**src/hdl/eeprom_port_defs.vh**
```
// constants and behaviour list for the two-wire memory bus slave port
// Function
// after a STOP ending a write, finish programming within 10 ms
// while programming, keep data line released and ignore own address
// master makes the clock and all STARTs and STOPs; we never drive clock
// data line is open drain: pull low or release only
// unconnected device select straps count as logic zero
// master starts a transfer only when the bus is idle
// data changes only with clock low; change with clock high is START/STOP
// data falling with clock high is START; ignore the bus until one
// data rising with clock high is STOP; master ends every operation so
// upper nibble of the address byte must equal the device type code
// next three address bits must equal the straps, msb first
// address lsb is direction: 1 read, 0 write
// receiver holds data low on the ninth clock to acknowledge
// acknowledge the address byte only on a match, then read or write
// when selected for write, acknowledge every received byte; the code withholds the ack while the receive buffer is full
// read: shift out 8 bits, release, sample ack, continue on ack
// on master no-ack after a read byte, stop sending, wait for STOP
// master waits up to 1 ms after power is stable before operating
// ack polling: address with write direction gets no ack while busy
// any START, even repeated, returns to address reception
`ifndef EEPROM_PORT_DEFS_VH
`define EEPROM_PORT_DEFS_VH

// system clock in kHz
`define CLK_FREQ_KHZ 50000
// program cycle time, longest, in ms
`define PROGRAM_CYCLE_TIME_MS 10
// power-up delays owed by the master, in ms
`define POWERUP_READ_DELAY_MS 1
`define POWERUP_WRITE_DELAY_MS 1
// program cycle in clock cycles, rounded down
`define PROGRAM_CYCLE_CYCLES (`PROGRAM_CYCLE_TIME_MS * `CLK_FREQ_KHZ)

// address byte field positions
`define ADDR_TYPE_MSB 7
`define ADDR_TYPE_LSB 4
`define ADDR_SEL_MSB 3
`define ADDR_SEL_LSB 1
`define ADDR_DIR_BIT 0
// direction flag values
`define DIR_READ 1'h1
// bit count at which the ninth clock (ack slot) is reached
`define BITS_PER_BYTE 4'h8
`define ACK_SLOT_DONE 4'h9
// byte sent when no read data is offered
`define IDLE_READ_BYTE 8'hff

`endif

```
**src/hdl/eeprom_bus_port.v**
```verilog
// two-wire bus slave front end of a serial nonvolatile memory
`timescale 1ns/1ns
`include "eeprom_port_defs.vh"
module eeprom_bus_port #(
  // device type code; value arbitrary
  parameter [3:0] DEVICE_TYPE_CODE = 4'h5,
  // program cycle length in clocks, shortened in simulation
  parameter integer PROGRAM_CYCLES = `PROGRAM_CYCLE_CYCLES
) (
  // clock and reset
  input wire clk,
  input wire rstn,
  // bus pins; data line is open drain, clock is input only
  input wire scl_in,
  input wire sda_in,
  output reg sda_out,
  output reg sda_oe,
  // device select strap pins, pulled down when unconnected
  input wire [2:0] device_select_straps,
  // received write bytes toward the memory
  output wire [7:0] rx_data,
  output wire rx_first,
  output wire rx_valid,
  input wire rx_ready,
  // read bytes from the memory
  input wire [7:0] tx_data,
  input wire tx_valid,
  output reg tx_ready,
  // status
  output reg selected,
  output reg read_mode,
  output reg program_busy,
  output reg program_done
);

// one-hot bus states
localparam [4:0] ST_IDLE = 5'h01;
localparam [4:0] ST_ADDR = 5'h02;
localparam [4:0] ST_WRITE = 5'h04;
localparam [4:0] ST_READ = 5'h08;
localparam [4:0] ST_WAIT = 5'h10;

// last value of the program timer; the busy window is PROGRAM_CYCLES clocks long
localparam [31:0] PROG_LAST = PROGRAM_CYCLES - 1;

// synchronised bus lines, their previous values and the straps
wire scl;
wire scl_prev;
wire sda;
wire sda_prev;
wire [2:0] straps;
// decoded bus events and the address compare
wire scl_rise;
wire scl_fall;
wire start_seen;
wire stop_seen;
wire addr_match;
// room left in the receive buffer
wire buf_in_ready;
// bit-level state of the current transfer
reg [4:0] state;
reg [3:0] bit_cnt;
reg [7:0] shift_in;
reg [7:0] shift_out;
reg first_byte;
// program cycle bookkeeping
reg wrote_data;
reg [31:0] prog_cnt;
// word handed to the receive buffer
reg buf_push;
reg [8:0] buf_word;

// next received byte: older bits move up, the new bit enters at the bottom
function [7:0] shift_in_bit;
  input [7:0] held;
  input bit_in;
  begin
    shift_in_bit = {held[6:0], bit_in};
  end
endfunction

// byte to send next: memory data when offered, all ones otherwise
function [7:0] next_read_byte;
  input valid;
  input [7:0] data;
  begin
    next_read_byte = valid ? data : `IDLE_READ_BYTE;
  end
endfunction

// pull on the data line for one bit of an outgoing byte; a one leaves it released
function pull_for_bit;
  input [7:0] byte_out;
  input [2:0] index;
  begin
    pull_for_bit = !byte_out[index];
  end
endfunction

// bus lines reach logic only after two flops
pin_sync #(
  .WIDTH(2),
  .RESET_VALUE(2'h3)
) u_bus_sync (
  .clk(clk),
  .rstn(rstn),
  .pin({scl_in, sda_in}),
  .level({scl, sda}),
  .level_prev({scl_prev, sda_prev})
);

// straps idle at zero, matching a floating pin
pin_sync #(
  .WIDTH(3),
  .RESET_VALUE(3'h0)
) u_strap_sync (
  .clk(clk),
  .rstn(rstn),
  .pin(device_select_straps),
  .level(straps),
  .level_prev()
);

// write bytes wait here so a slow memory side loses none
two_entry_buffer #(
  .WIDTH(9)
) u_rx_buf (
  .clk(clk),
  .rstn(rstn),
  .in_data(buf_word),
  .in_valid(buf_push),
  .in_ready(buf_in_ready),
  .out_data({rx_first, rx_data}),
  .out_valid(rx_valid),
  .out_ready(rx_ready)
);

// edges of the bus; data moving with clock high marks a condition
assign scl_rise = scl && !scl_prev;
assign scl_fall = !scl && scl_prev;
assign start_seen = scl && scl_prev && sda_prev && !sda;
assign stop_seen = scl && scl_prev && !sda_prev && sda;

// address compare: type code then straps, msb first
assign addr_match =
  (shift_in[`ADDR_TYPE_MSB:`ADDR_TYPE_LSB] == DEVICE_TYPE_CODE) &&
  (shift_in[`ADDR_SEL_MSB:`ADDR_SEL_LSB] == straps);

// program cycle timer, started by a STOP that closes a write
// a read, or a write with no data byte acknowledged, leaves the timer idle
always @(posedge clk or negedge rstn) begin
  if (!rstn) begin
    prog_cnt <= 32'h0000_0000;
    program_busy <= 1'b0;
    program_done <= 1'b0;
  end else begin
    program_done <= 1'b0;
    if (program_busy) begin
      if (prog_cnt == PROG_LAST) begin
        program_busy <= 1'b0;
        program_done <= 1'b1;
      end else begin
        prog_cnt <= prog_cnt + 32'h0000_0001;
      end
    end else if (stop_seen && wrote_data) begin
      program_busy <= 1'b1;
      prog_cnt <= 32'h0000_0000;
    end
  end
end

// bus state machine; bits move on sampled clock edges, START and STOP on data edges with clock high
// decisions use synchronised levels, so each bus event lags its pin by three clocks;
// the master's low phase must cover that lag before it samples our drive
always @(posedge clk or negedge rstn) begin
  if (!rstn) begin
    state <= ST_IDLE;
    bit_cnt <= 4'h0;
    shift_in <= 8'h00;
    shift_out <= 8'h00;
    sda_out <= 1'b0;
    sda_oe <= 1'b0;
    first_byte <= 1'b0;
    wrote_data <= 1'b0;
    selected <= 1'b0;
    read_mode <= 1'b0;
    tx_ready <= 1'b0;
    buf_push <= 1'b0;
    buf_word <= 9'h000;
  end else begin
    tx_ready <= 1'b0;
    buf_push <= 1'b0;
    sda_out <= 1'b0;
    if (stop_seen) begin
      // operation closed; data line let go
      state <= ST_IDLE;
      sda_oe <= 1'b0;
      selected <= 1'b0;
      wrote_data <= 1'b0;
    end else if (start_seen) begin
      // busy programming: stay deaf to the address
      if (program_busy) begin
        state <= ST_IDLE;
        sda_oe <= 1'b0;
      end else begin
        state <= ST_ADDR;
        bit_cnt <= 4'h0;
        sda_oe <= 1'b0;
      end
      selected <= 1'b0;
      // a new address opens a new operation; an earlier write no longer counts
      wrote_data <= 1'b0;
    end else begin
      case (state)
        ST_IDLE: begin
          // nothing on the bus concerns us until a START
          sda_oe <= 1'b0;
        end
        ST_ADDR: begin
          if (scl_rise) begin
            if (bit_cnt < `BITS_PER_BYTE) begin
              shift_in <= shift_in_bit(shift_in, sda);
            end
            bit_cnt <= bit_cnt + 4'h1;
          end else if (scl_fall && bit_cnt == `BITS_PER_BYTE) begin
            // ack slot: pull low only on a full match
            sda_oe <= addr_match;
            if (!addr_match) begin
              state <= ST_IDLE;
            end
          end else if (scl_fall && bit_cnt == `ACK_SLOT_DONE) begin
            // ninth clock over: the transfer direction takes effect
            selected <= 1'b1;
            read_mode <= (shift_in[`ADDR_DIR_BIT] == `DIR_READ);
            bit_cnt <= 4'h0;
            first_byte <= 1'b1;
            if (shift_in[`ADDR_DIR_BIT] == `DIR_READ) begin
              // first read bit goes out as the ack clock falls
              state <= ST_READ;
              shift_out <= next_read_byte(tx_valid, tx_data);
              tx_ready <= 1'b1;
              sda_oe <= pull_for_bit(next_read_byte(tx_valid, tx_data), 3'h7);
            end else begin
              state <= ST_WRITE;
              sda_oe <= 1'b0;
            end
          end
        end
        ST_WRITE: begin
          // data byte: same bit timing as the address, handed over at the ack slot
          if (scl_rise) begin
            if (bit_cnt < `BITS_PER_BYTE) begin
              shift_in <= shift_in_bit(shift_in, sda);
            end
            bit_cnt <= bit_cnt + 4'h1;
          end else if (scl_fall && bit_cnt == `BITS_PER_BYTE) begin
            // a full buffer withholds the ack instead of dropping data
            sda_oe <= buf_in_ready;
            buf_push <= buf_in_ready;
            buf_word <= {first_byte, shift_in};
            if (buf_in_ready) begin
              wrote_data <= 1'b1;
              first_byte <= 1'b0;
            end
          end else if (scl_fall && bit_cnt == `ACK_SLOT_DONE) begin
            sda_oe <= 1'b0;
            bit_cnt <= 4'h0;
          end
        end
        ST_READ: begin
          // outgoing byte: each bit is set up after the fall that ends the one before
          if (scl_rise) begin
            if (bit_cnt == `BITS_PER_BYTE && sda) begin
              // master declined more data
              state <= ST_WAIT;
            end
            bit_cnt <= bit_cnt + 4'h1;
          end else if (scl_fall) begin
            if (bit_cnt < `BITS_PER_BYTE) begin
              sda_oe <= pull_for_bit(shift_out, 3'h7 - bit_cnt[2:0]);
            end else if (bit_cnt == `BITS_PER_BYTE) begin
              sda_oe <= 1'b0;
            end else begin
              // acknowledged: next byte, msb driven now
              bit_cnt <= 4'h0;
              shift_out <= next_read_byte(tx_valid, tx_data);
              tx_ready <= 1'b1;
              sda_oe <= pull_for_bit(next_read_byte(tx_valid, tx_data), 3'h7);
            end
          end
        end
        ST_WAIT: begin
          // master declined; hold off until a STOP or a fresh START
          sda_oe <= 1'b0;
        end
        default: begin
          // illegal code: fall back to idle with the line released
          state <= ST_IDLE;
          sda_oe <= 1'b0;
        end
      endcase
    end
  end
end

endmodule // eeprom_bus_port

```
**src/hdl/pin_sync.v**
```verilog
// two flip-flop synchroniser with a delayed copy for edge finding
`timescale 1ns/1ns
module pin_sync #(
  parameter WIDTH = 1,
  parameter [WIDTH-1:0] RESET_VALUE = {WIDTH{1'b1}}
) (
  // clock and reset
  input wire clk,
  input wire rstn,
  // pin side
  input wire [WIDTH-1:0] pin,
  // synchronised level and its previous value
  output reg [WIDTH-1:0] level,
  output reg [WIDTH-1:0] level_prev
);

reg [WIDTH-1:0] meta;

// first stage is read only by the second stage
always @(posedge clk or negedge rstn) begin
  if (!rstn) begin
    meta <= RESET_VALUE;
    level <= RESET_VALUE;
    level_prev <= RESET_VALUE;
  end else begin
    meta <= pin;
    level <= meta;
    level_prev <= level;
  end
end

endmodule // pin_sync

```
**src/hdl/two_entry_buffer.v**
```verilog
// two-entry buffer with valid/ready on both sides, output held in flops
`timescale 1ns/1ns
module two_entry_buffer #(
  parameter WIDTH = 9
) (
  // clock and reset
  input wire clk,
  input wire rstn,
  // filling side
  input wire [WIDTH-1:0] in_data,
  input wire in_valid,
  output wire in_ready,
  // draining side
  output reg [WIDTH-1:0] out_data,
  output reg out_valid,
  input wire out_ready
);

reg [WIDTH-1:0] spare;
reg spare_valid;
wire push;
wire pop;

// full only when both entries hold words
assign in_ready = !spare_valid;
assign push = in_valid && in_ready;
assign pop = out_valid && out_ready;

// the spare entry catches a word while the drain stalls
always @(posedge clk or negedge rstn) begin
  if (!rstn) begin
    out_data <= {WIDTH{1'b0}};
    out_valid <= 1'b0;
    spare <= {WIDTH{1'b0}};
    spare_valid <= 1'b0;
  end else if (pop) begin
    if (spare_valid) begin
      out_data <= spare;
      spare_valid <= 1'b0;
    end else if (push) begin
      out_data <= in_data;
    end else begin
      out_valid <= 1'b0;
    end
  end else if (push) begin
    if (!out_valid) begin
      out_data <= in_data;
      out_valid <= 1'b1;
    end else begin
      spare <= in_data;
      spare_valid <= 1'b1;
    end
  end
end

endmodule // two_entry_buffer

```
**config.mk**
```make
export PLATFORM = sky130hd
export DESIGN_NAME = eeprom_bus_port
export DESIGN_NICKNAME = d
export VERILOG_FILES = /design/src/hdl/eeprom_bus_port.v /design/src/hdl/pin_sync.v /design/src/hdl/two_entry_buffer.v
export VERILOG_INCLUDE_DIRS = /design/src /design/src/hdl
export SDC_FILE = /design/constraint.sdc
export NUM_CORES = 1
export LEC_CHECK = 0
export BUFFER_PORTS_ARGS = -buffer_cell sky130_fd_sc_hd__buf_2
export CORE_MARGIN = 2
export CORE_UTILIZATION = 60
export DETAILED_ROUTE_END_ITERATION = 10
export PLACE_DENSITY = 0.79
export SLEW_MARGIN = 15
export SYNTH_ARGS = -nofsm -noshare
export SYNTH_HDL_FRONTEND = slang
export SYNTH_SLANG_ARGS = --single-unit
```
**constraint.sdc**
```tcl
create_clock -name clk -period 8.1 [get_ports clk]
set_clock_uncertainty 0.2 [all_clocks]
set_input_delay 0 -clock clk [delete_from_list [all_inputs] [get_ports clk]]
set_output_delay 0 -clock clk [all_outputs]
set_load 0.1 [all_outputs]
```
==> results of run 1 <==
## path summary, 6_finish.rpt
kind | endpoint | from
setup / recovery | prog_cnt[29] | prog_cnt[0]
hold / removal | state[0] | rstn
max in group asynchronous | prog_cnt[14] | rstn
min in group clk | u_strap_sync.meta[2] | device_select_straps[2]
setup reg to reg | prog_cnt[29] | prog_cnt[0]
hold reg to reg | u_bus_sync.level[1] | u_bus_sync.meta[1]
## timing repair
| action | in CTS | in global routing |
|---|---|---|
| gates resized for setup | 0 | 0 |
| hold endpoints to repair | 56 | 0 |
| hold buffers | 24 | 0 |
## power by group through the flow
stage / registers [mW] / logic (mW) / clock network [mW]
after floorplan: 0.632 / 0.0651 / 0
after global placement: 0.583 / 0.147 / 0
after detailed placement: 0.585 / 0.149 / 0
after CTS: 0.574 / 0.159 / 0.378
after global routing: 0.578 / 0.173 / 0.398
final: 0.574 / 0.160 / 0.374
## registers in the layout, summed over array words and instances (netlist names), 2 cells and up
name	flops
prog_cnt	32
buf_word	9
u_rx_buf.out_data	9
u_rx_buf.spare	9
shift_in	8
shift_out	8
state	5
bit_cnt	4
u_strap_sync.level	3
u_strap_sync.meta	3
u_bus_sync.level	2
u_bus_sync.level_prev	2
u_bus_sync.meta	2
## cells in the final DEF, fill, tap and decap left out, types with 3 or more instances in the layout
cell type      count
dfrtp_1          100
nor2_1            51
mux2_2            36
buf_2             31
xnor2_1           28
nand2_1           27
a21oi_1           26
dlygate4sd3_1     23
inv_1             17
a211oi_1          15
mux2i_1           15
nand3_1           13
nand2b_1          13
nand4_1           11
o21ai_0            9
clkbuf_8           9
dfstp_2            7
nand3b_1           6
nor4b_1            6
nor3_1             6
a2111oi_0          6
ha_1               6
nor4_1             4
buf_4              4
and2_1             3
o31ai_1            3
nor3_2             3
and3_1             3
## per-layer routing
metal	routed length (um)	vias to the layer above
li1	-	1828
met1	4690	1839
met2	4940	112
met3	406	29
met4	275	0
met5	0	-
## logic make-up (layout without fill, tap and decap cells)
group           Yosys count  after routing
mux                      53             53
buf+inv                  39             92
xor+xnor                 28             28
other cells               1              1
fa+ha+maj                 6              6
flops                   107            107
compound gates           80             80
simple gates            168            168
## area by class of cell
cell class                      instances  area, sq um
Sequential cell                       107         2690
Fill cell                             634         2620
Multi-Input combinational cell        336         2420
Timing Repair Buffer                   59          435
Tap cell                              108          135
Clock buffer                            9          124
Clock inverter                          7          108
Inverter                               17         63.8
## stage by stage
stage | hold WS [ns] | setup WS (ns)
CTS | 0.0118 | 4.83
global route | 0.0362 | 4.62
global placement | -0.190 | 5.00
floorplan | -0.496 | 5.31
finish | 0.0169 | 4.80
detailed placement | -0.187 | 4.84
==> flow_summary_export.csv, run 1 <==
group,metric,value,unit
synth,synth-xor-area-share,4.68,%
grt,grt_pass1_vias,3681,
hold_path,hold_class,"input pin to asynchronous set/reset pin",
die,die_x,97.5,um
sta,fin_tns_setup,0,ns
pwr,seqPwrFrac,51.8,%
setup_path,crit_top_cell,"or4b_2",
synth,ys_types,63,
pwr,p_int,0.787,mW
synth,syn_nets,505,
cts,cts.sinks,107,
sta,relSlewSlack,38.7,%
cts,htree_num_levels,3,
sta,fmax,0.303,GHz
synth,postSynthAreaPerCell,10.9,sq um
cells_and_area,final_area,5970,sq um
synth,seq_area_frac_synth,51.2,%
synth,synthTopCellsByArea,"dfrtp_1 48%, mux2_2 7.7%, xnor2_1 4.7%",
synth,yosys_warnings,0,
synth,synthMuxAreaShare,11.5,%
cts,cts_tree,"yes",
cells_and_area,n_antenna_cell,0,
cts,ctsLongestPathBuffers,2,
setup_path,cp_slowest_stage_delay,0.82,ns
route,ant_nets,0,
setup_path,r2r_slack,4.80,ns
synth,async_flop_share,100,%
route,first_iter_violations,268,
route,drt_pass1_iterations,5,
die,start_util,61.0,%
route,route.vias.total,3808,
setup_path,critPathCaptureType,"flip-flop",
setup_path,slowest_stage,"or4b_2",
synth,synth-adder-area-share,1.43,%
route,drt-total-wl,10300,um
synth,netlist.area_leader.share,47.7,%
synth,synth_ff_type,"dfrtp_1",
grt,antenna_found_initial,0,
synth,synthTopCellsByCount,"100 x dfrtp_1, 51 x nor2_1, 36 x mux2_2",
cells_and_area,final_core_util,69.5,%
setup_path,crit_arrival,3.39,ns
place,dpl_cell_area,5480,sq um
place,hpwl,6740,um
setup_path,path_delay_family,"simple AND/OR/NAND/NOR gates",
cells_and_area,area_growth,13.9,%
die,die_area,9510,sq um
cts,cts_root_buffer,"clkbuf_8",
sta,min_period,3.30,ns
die,io_pins,34,
setup_path,start_kind,"flip-flop",
grt,grt_pass1_wl,17700,um
cts,postCtsSetupBuffers,0,
sta,period_share,40.8,%
grt,use_met2,37.2,%
setup_path,crit_type,"flip-flop to flip-flop",
pwr,p_sw_share,29.0,%
synth,synth.most_common_cell,"dfrtp_1",
cts,clock_latency,0.37,ns
pwr,clkPwrFrac,33.8,%
synth,synth_edf_count,0,
cells_and_area,fin_cells,643,
synth,synth_area,5250,sq um
pwr,power.switching,0.321,mW
setup_path,crit_chain,"ha_1 > nand3_1 > or4b_2 > o41ai_4 > buf_4 > and2_1 > or4b_2 > mux2i_1",
pwr,power_frac_comb,14.4,%
setup_path,r2r.worst_path.cells,8,
grt,grtUsageTotal,22.8,%
outcome,outcome,"finished, final reports clean",
cts,clk_pin_slew,0.10,ns
route,drt-wirelength-per-cell,16.0,um
setup_path,required,8.19,ns
pwr,leakagePower,2.66,nW
grt,overflow,0,
synth,ys_ff_latch,107,
pwr,total_power,1.11,mW
setup_path,crit_path_max_fanout,33,
cells_and_area,drive_above_1_share,20.7,%
grt,grt_max_degree,67,
place,finalWeightedCongestion,0.871,
cts,cts_made_buffers,9,
pwr,ir_drop,0.0892,mV
setup_path,path_depth,8,
die,die_h,97.5,um
synth,synth-simple-area-share,17.4,%
place,portBuffers,32,
synth,postSynthCellCount,482,
grt,top_usage_layer,"met2",
grt,met3_usage,3.24,%
place,post-place-cells,603,
sta,setup_viol,0,
sta,rsz0062_at_grt,"false",
die,core,8590,sq um
die,num_rows,34,
route,drc,0,
synth,synth_compound_area_share,10.7,%
cells_and_area,num-nets-final,553,
route,drt-vias-per-instance,5.92,
sta,drv_slew,0,
run,cap_violations,0,
synth,synth_area_leader_cell,"dfrtp_1",
sta,worst_pin_slew,0.912,ns
grt,grt_util_met1,31.3,%
pwr,p_per_area,185,nW/um^2
sta,hold_viol_final,0,
setup_path,cp.buffers_inverters,1,
synth,synth_top_family_by_area,"simple AND/OR/NAND/NOR gates",
(Power assumes the default switching activity.)
==> run 2: changes to the inputs <==
- clock period: 8.1 -> 3.4 ns (I/O delays scaled with it)
==> run 2 against run 1 <==
Against the previous run: the flow now finishes with violations (hold timing); final area shrank 0.15%; cell count grew 1.1%; utilization shrank 0.10 points; routed wire length shrank 1.8%; critical path type unchanged; largest cell class unchanged; via count grew 0.76%.
==> flow_summary_export.csv, run 2 (synthesized netlist as in run 1, its figures left out) <==
group,metric,value,unit
outcome,outcome,"finished with violations",
cells_and_area,area_growth,13.7,%
run,cap_violations,0,
route,drt-vias-per-instance,5.90,
cts,cts_made_buffers,9,
setup_path,crit_arrival,3.14,ns
cts,ctsLongestPathBuffers,2,
setup_path,crit_path_end,"shift_out[4]",
grt,grt_pass1_wl,17600,um
place,place_ws,0.390,ns
sta,fin_tns_setup,0,ns
cells_and_area,regMostFlops,"prog_cnt",
setup_path,critPathCaptureType,"flip-flop",
route,ant_nets,0,
setup_path,required,3.45,ns
cts,clk_pin_slew,0.11,ns
sta,setup_viol,0,
sta,rsz0062_at_grt,"false",
sta,relSlewSlack,51.2,%
cells_and_area,num-nets-final,560,
place,hpwl,6900,um
setup_path,start_kind,"flip-flop",
pwr,ir_drop,0.236,mV
cells_and_area,drive_above_1_share,21.4,%
route,route.vias.total,3837,
cts,cts_root_buffer,"clkbuf_8",
route,drt-wirelength-per-cell,15.6,um
grt,overflow,0,
setup_path,r2r_slack,0.31,ns
sta,fin_ws,0.307,ns
sta,drv_slew,0,
route,first_iter_violations,184,
setup_path,timing.rr.start,"state[2]",
die,io_pins,34,
cells_and_area,final_cell_mix,"100 x dfrtp_1, 51 x nor2_1, 36 x mux2_2",
cells_and_area,layout_commonest_cell,"dfrtp_1",
die,core,8590,sq um
sta,worst_pin_slew,0.732,ns
cells_and_area,n_antenna_cell,0,
grt,grtUsageTotal,22.3,%
hold_path,hold_class,"input pin to asynchronous set/reset pin",
cells_and_area,final_area,5970,sq um
sta,hold_ws,-0.00173,ns
setup_path,crit_type,"flip-flop to flip-flop",
setup_path,r2r_end,"shift_out[4]",
route,drt_pass1_iterations,4,
sta,min_period,3.09,ns
route,drc,0,
cts,cts_tree,"yes",
cts,clock_latency,0.37,ns
place,dpl_cell_area,5540,sq um
sta,period_share,91.0,%
die,num_rows,34,
die,die_x,97.5,um
sta,fmax,0.323,GHz
cells_and_area,largest_reg_flops,32,
pwr,total_power,2.50,mW
setup_path,crit_path_max_fanout,9,
die,die_area,9510,sq um
setup_path,worstSetupStartpoint,"state[2]",
outcome,violations,"hold timing",
grt,grt_pass1_vias,3736,
place,portBuffers,32,
place,finalWeightedCongestion,0.846,
cts,ctsResizeCount,0,
setup_path,r2r.worst_path.cells,6,
pwr,p_per_area,419,nW/um^2
sta,hold_viol_final,2,
cts,cts.sinks,107,
route,drt-total-wl,10100,um
grt,antenna_found_initial,0,
pwr,leakagePower,2.67,nW
cts,htree_num_levels,3,
die,start_util,61.0,%
grt,grt_max_degree,55,
die,die_h,97.5,um
-- run 2: worst min-delay path by stage --
stage / start / endpoint / slack [ns] / depth (start not counted)
floorplan: rstn / bit_cnt[0] / -0.50 / 0
global placement: rstn / state[1] / -0.13 / 1
CTS: rstn / u_rx_buf.out_valid / 0.01 / 2
detailed placement: rstn / u_rx_buf.out_valid / -0.13 / 1
global route: rstn / state[2] / 0.07 / 2
finish: rstn / u_rx_buf.spare_valid / -0.002 / 2
-- run 2: timing repair --
| action | CTS | global route |
|---|---|---|
| setup buffers | 0 | 0 |
| endpoints found under the setup margin | 0 | 0 |
| hold buffers | 23 | 0 |
| endpoints found under the hold margin | 67 | 0 |
-- run 2: per-stage QoR --
stage / utilization, % / cells
2_1_floorplan: - / 482
3_3_place_gp: 64.5 / 611
3_5_place_dp: 64.5 / 611
4_1_cts: 69.4 / 650
5_1_grt: 69.4 / 650
6_report: 69.4 / 650
-- run 2: layout make-up --
| type | instances | area, sq um |
|---|---|---|
| multi-input cells | 336 | 2410 |
| inverters | 17 | 63.8 |
| clock buffers | 9 | 124 |
| clock inverters | 7 | 67.6 |
| well taps | 108 | 135 |
| fillers | 634 | 2630 |
| flip-flops and latches | 107 | 2690 |
| repair buffers | 66 | 475 |
-- run 2: critical path: stages, from the launching register on --
cell       delay, ns
dfrtp_1         0.47
or4b_1          0.55
or2_1           0.39
nor2_4          0.16
a22oi_2         0.07
a2111oi_4       0.71
mux2_2          0.43
-- run 2: layer usage --
metal	global-route usage (%)	vias up	part of all wire, %
met5	0	-	0
met1	32.1	1888	46
met2	35.0	95	48
met4	8.44	0	1.9
met3	2.95	18	3.7
li1	-	1836	-
-- run 2: power breakdown --
| group | switching, mW | leakage (nW) | total (mW) | internal [mW] |
|---|---|---|---|---|
| Clock | 0.464 | 0.0958 | 0.751 | 0.287 |
| Sequential | 0.0464 | 1.44 | 1.37 | 1.32 |
| Combinational | 0.255 | 1.14 | 0.378 | 0.123 |
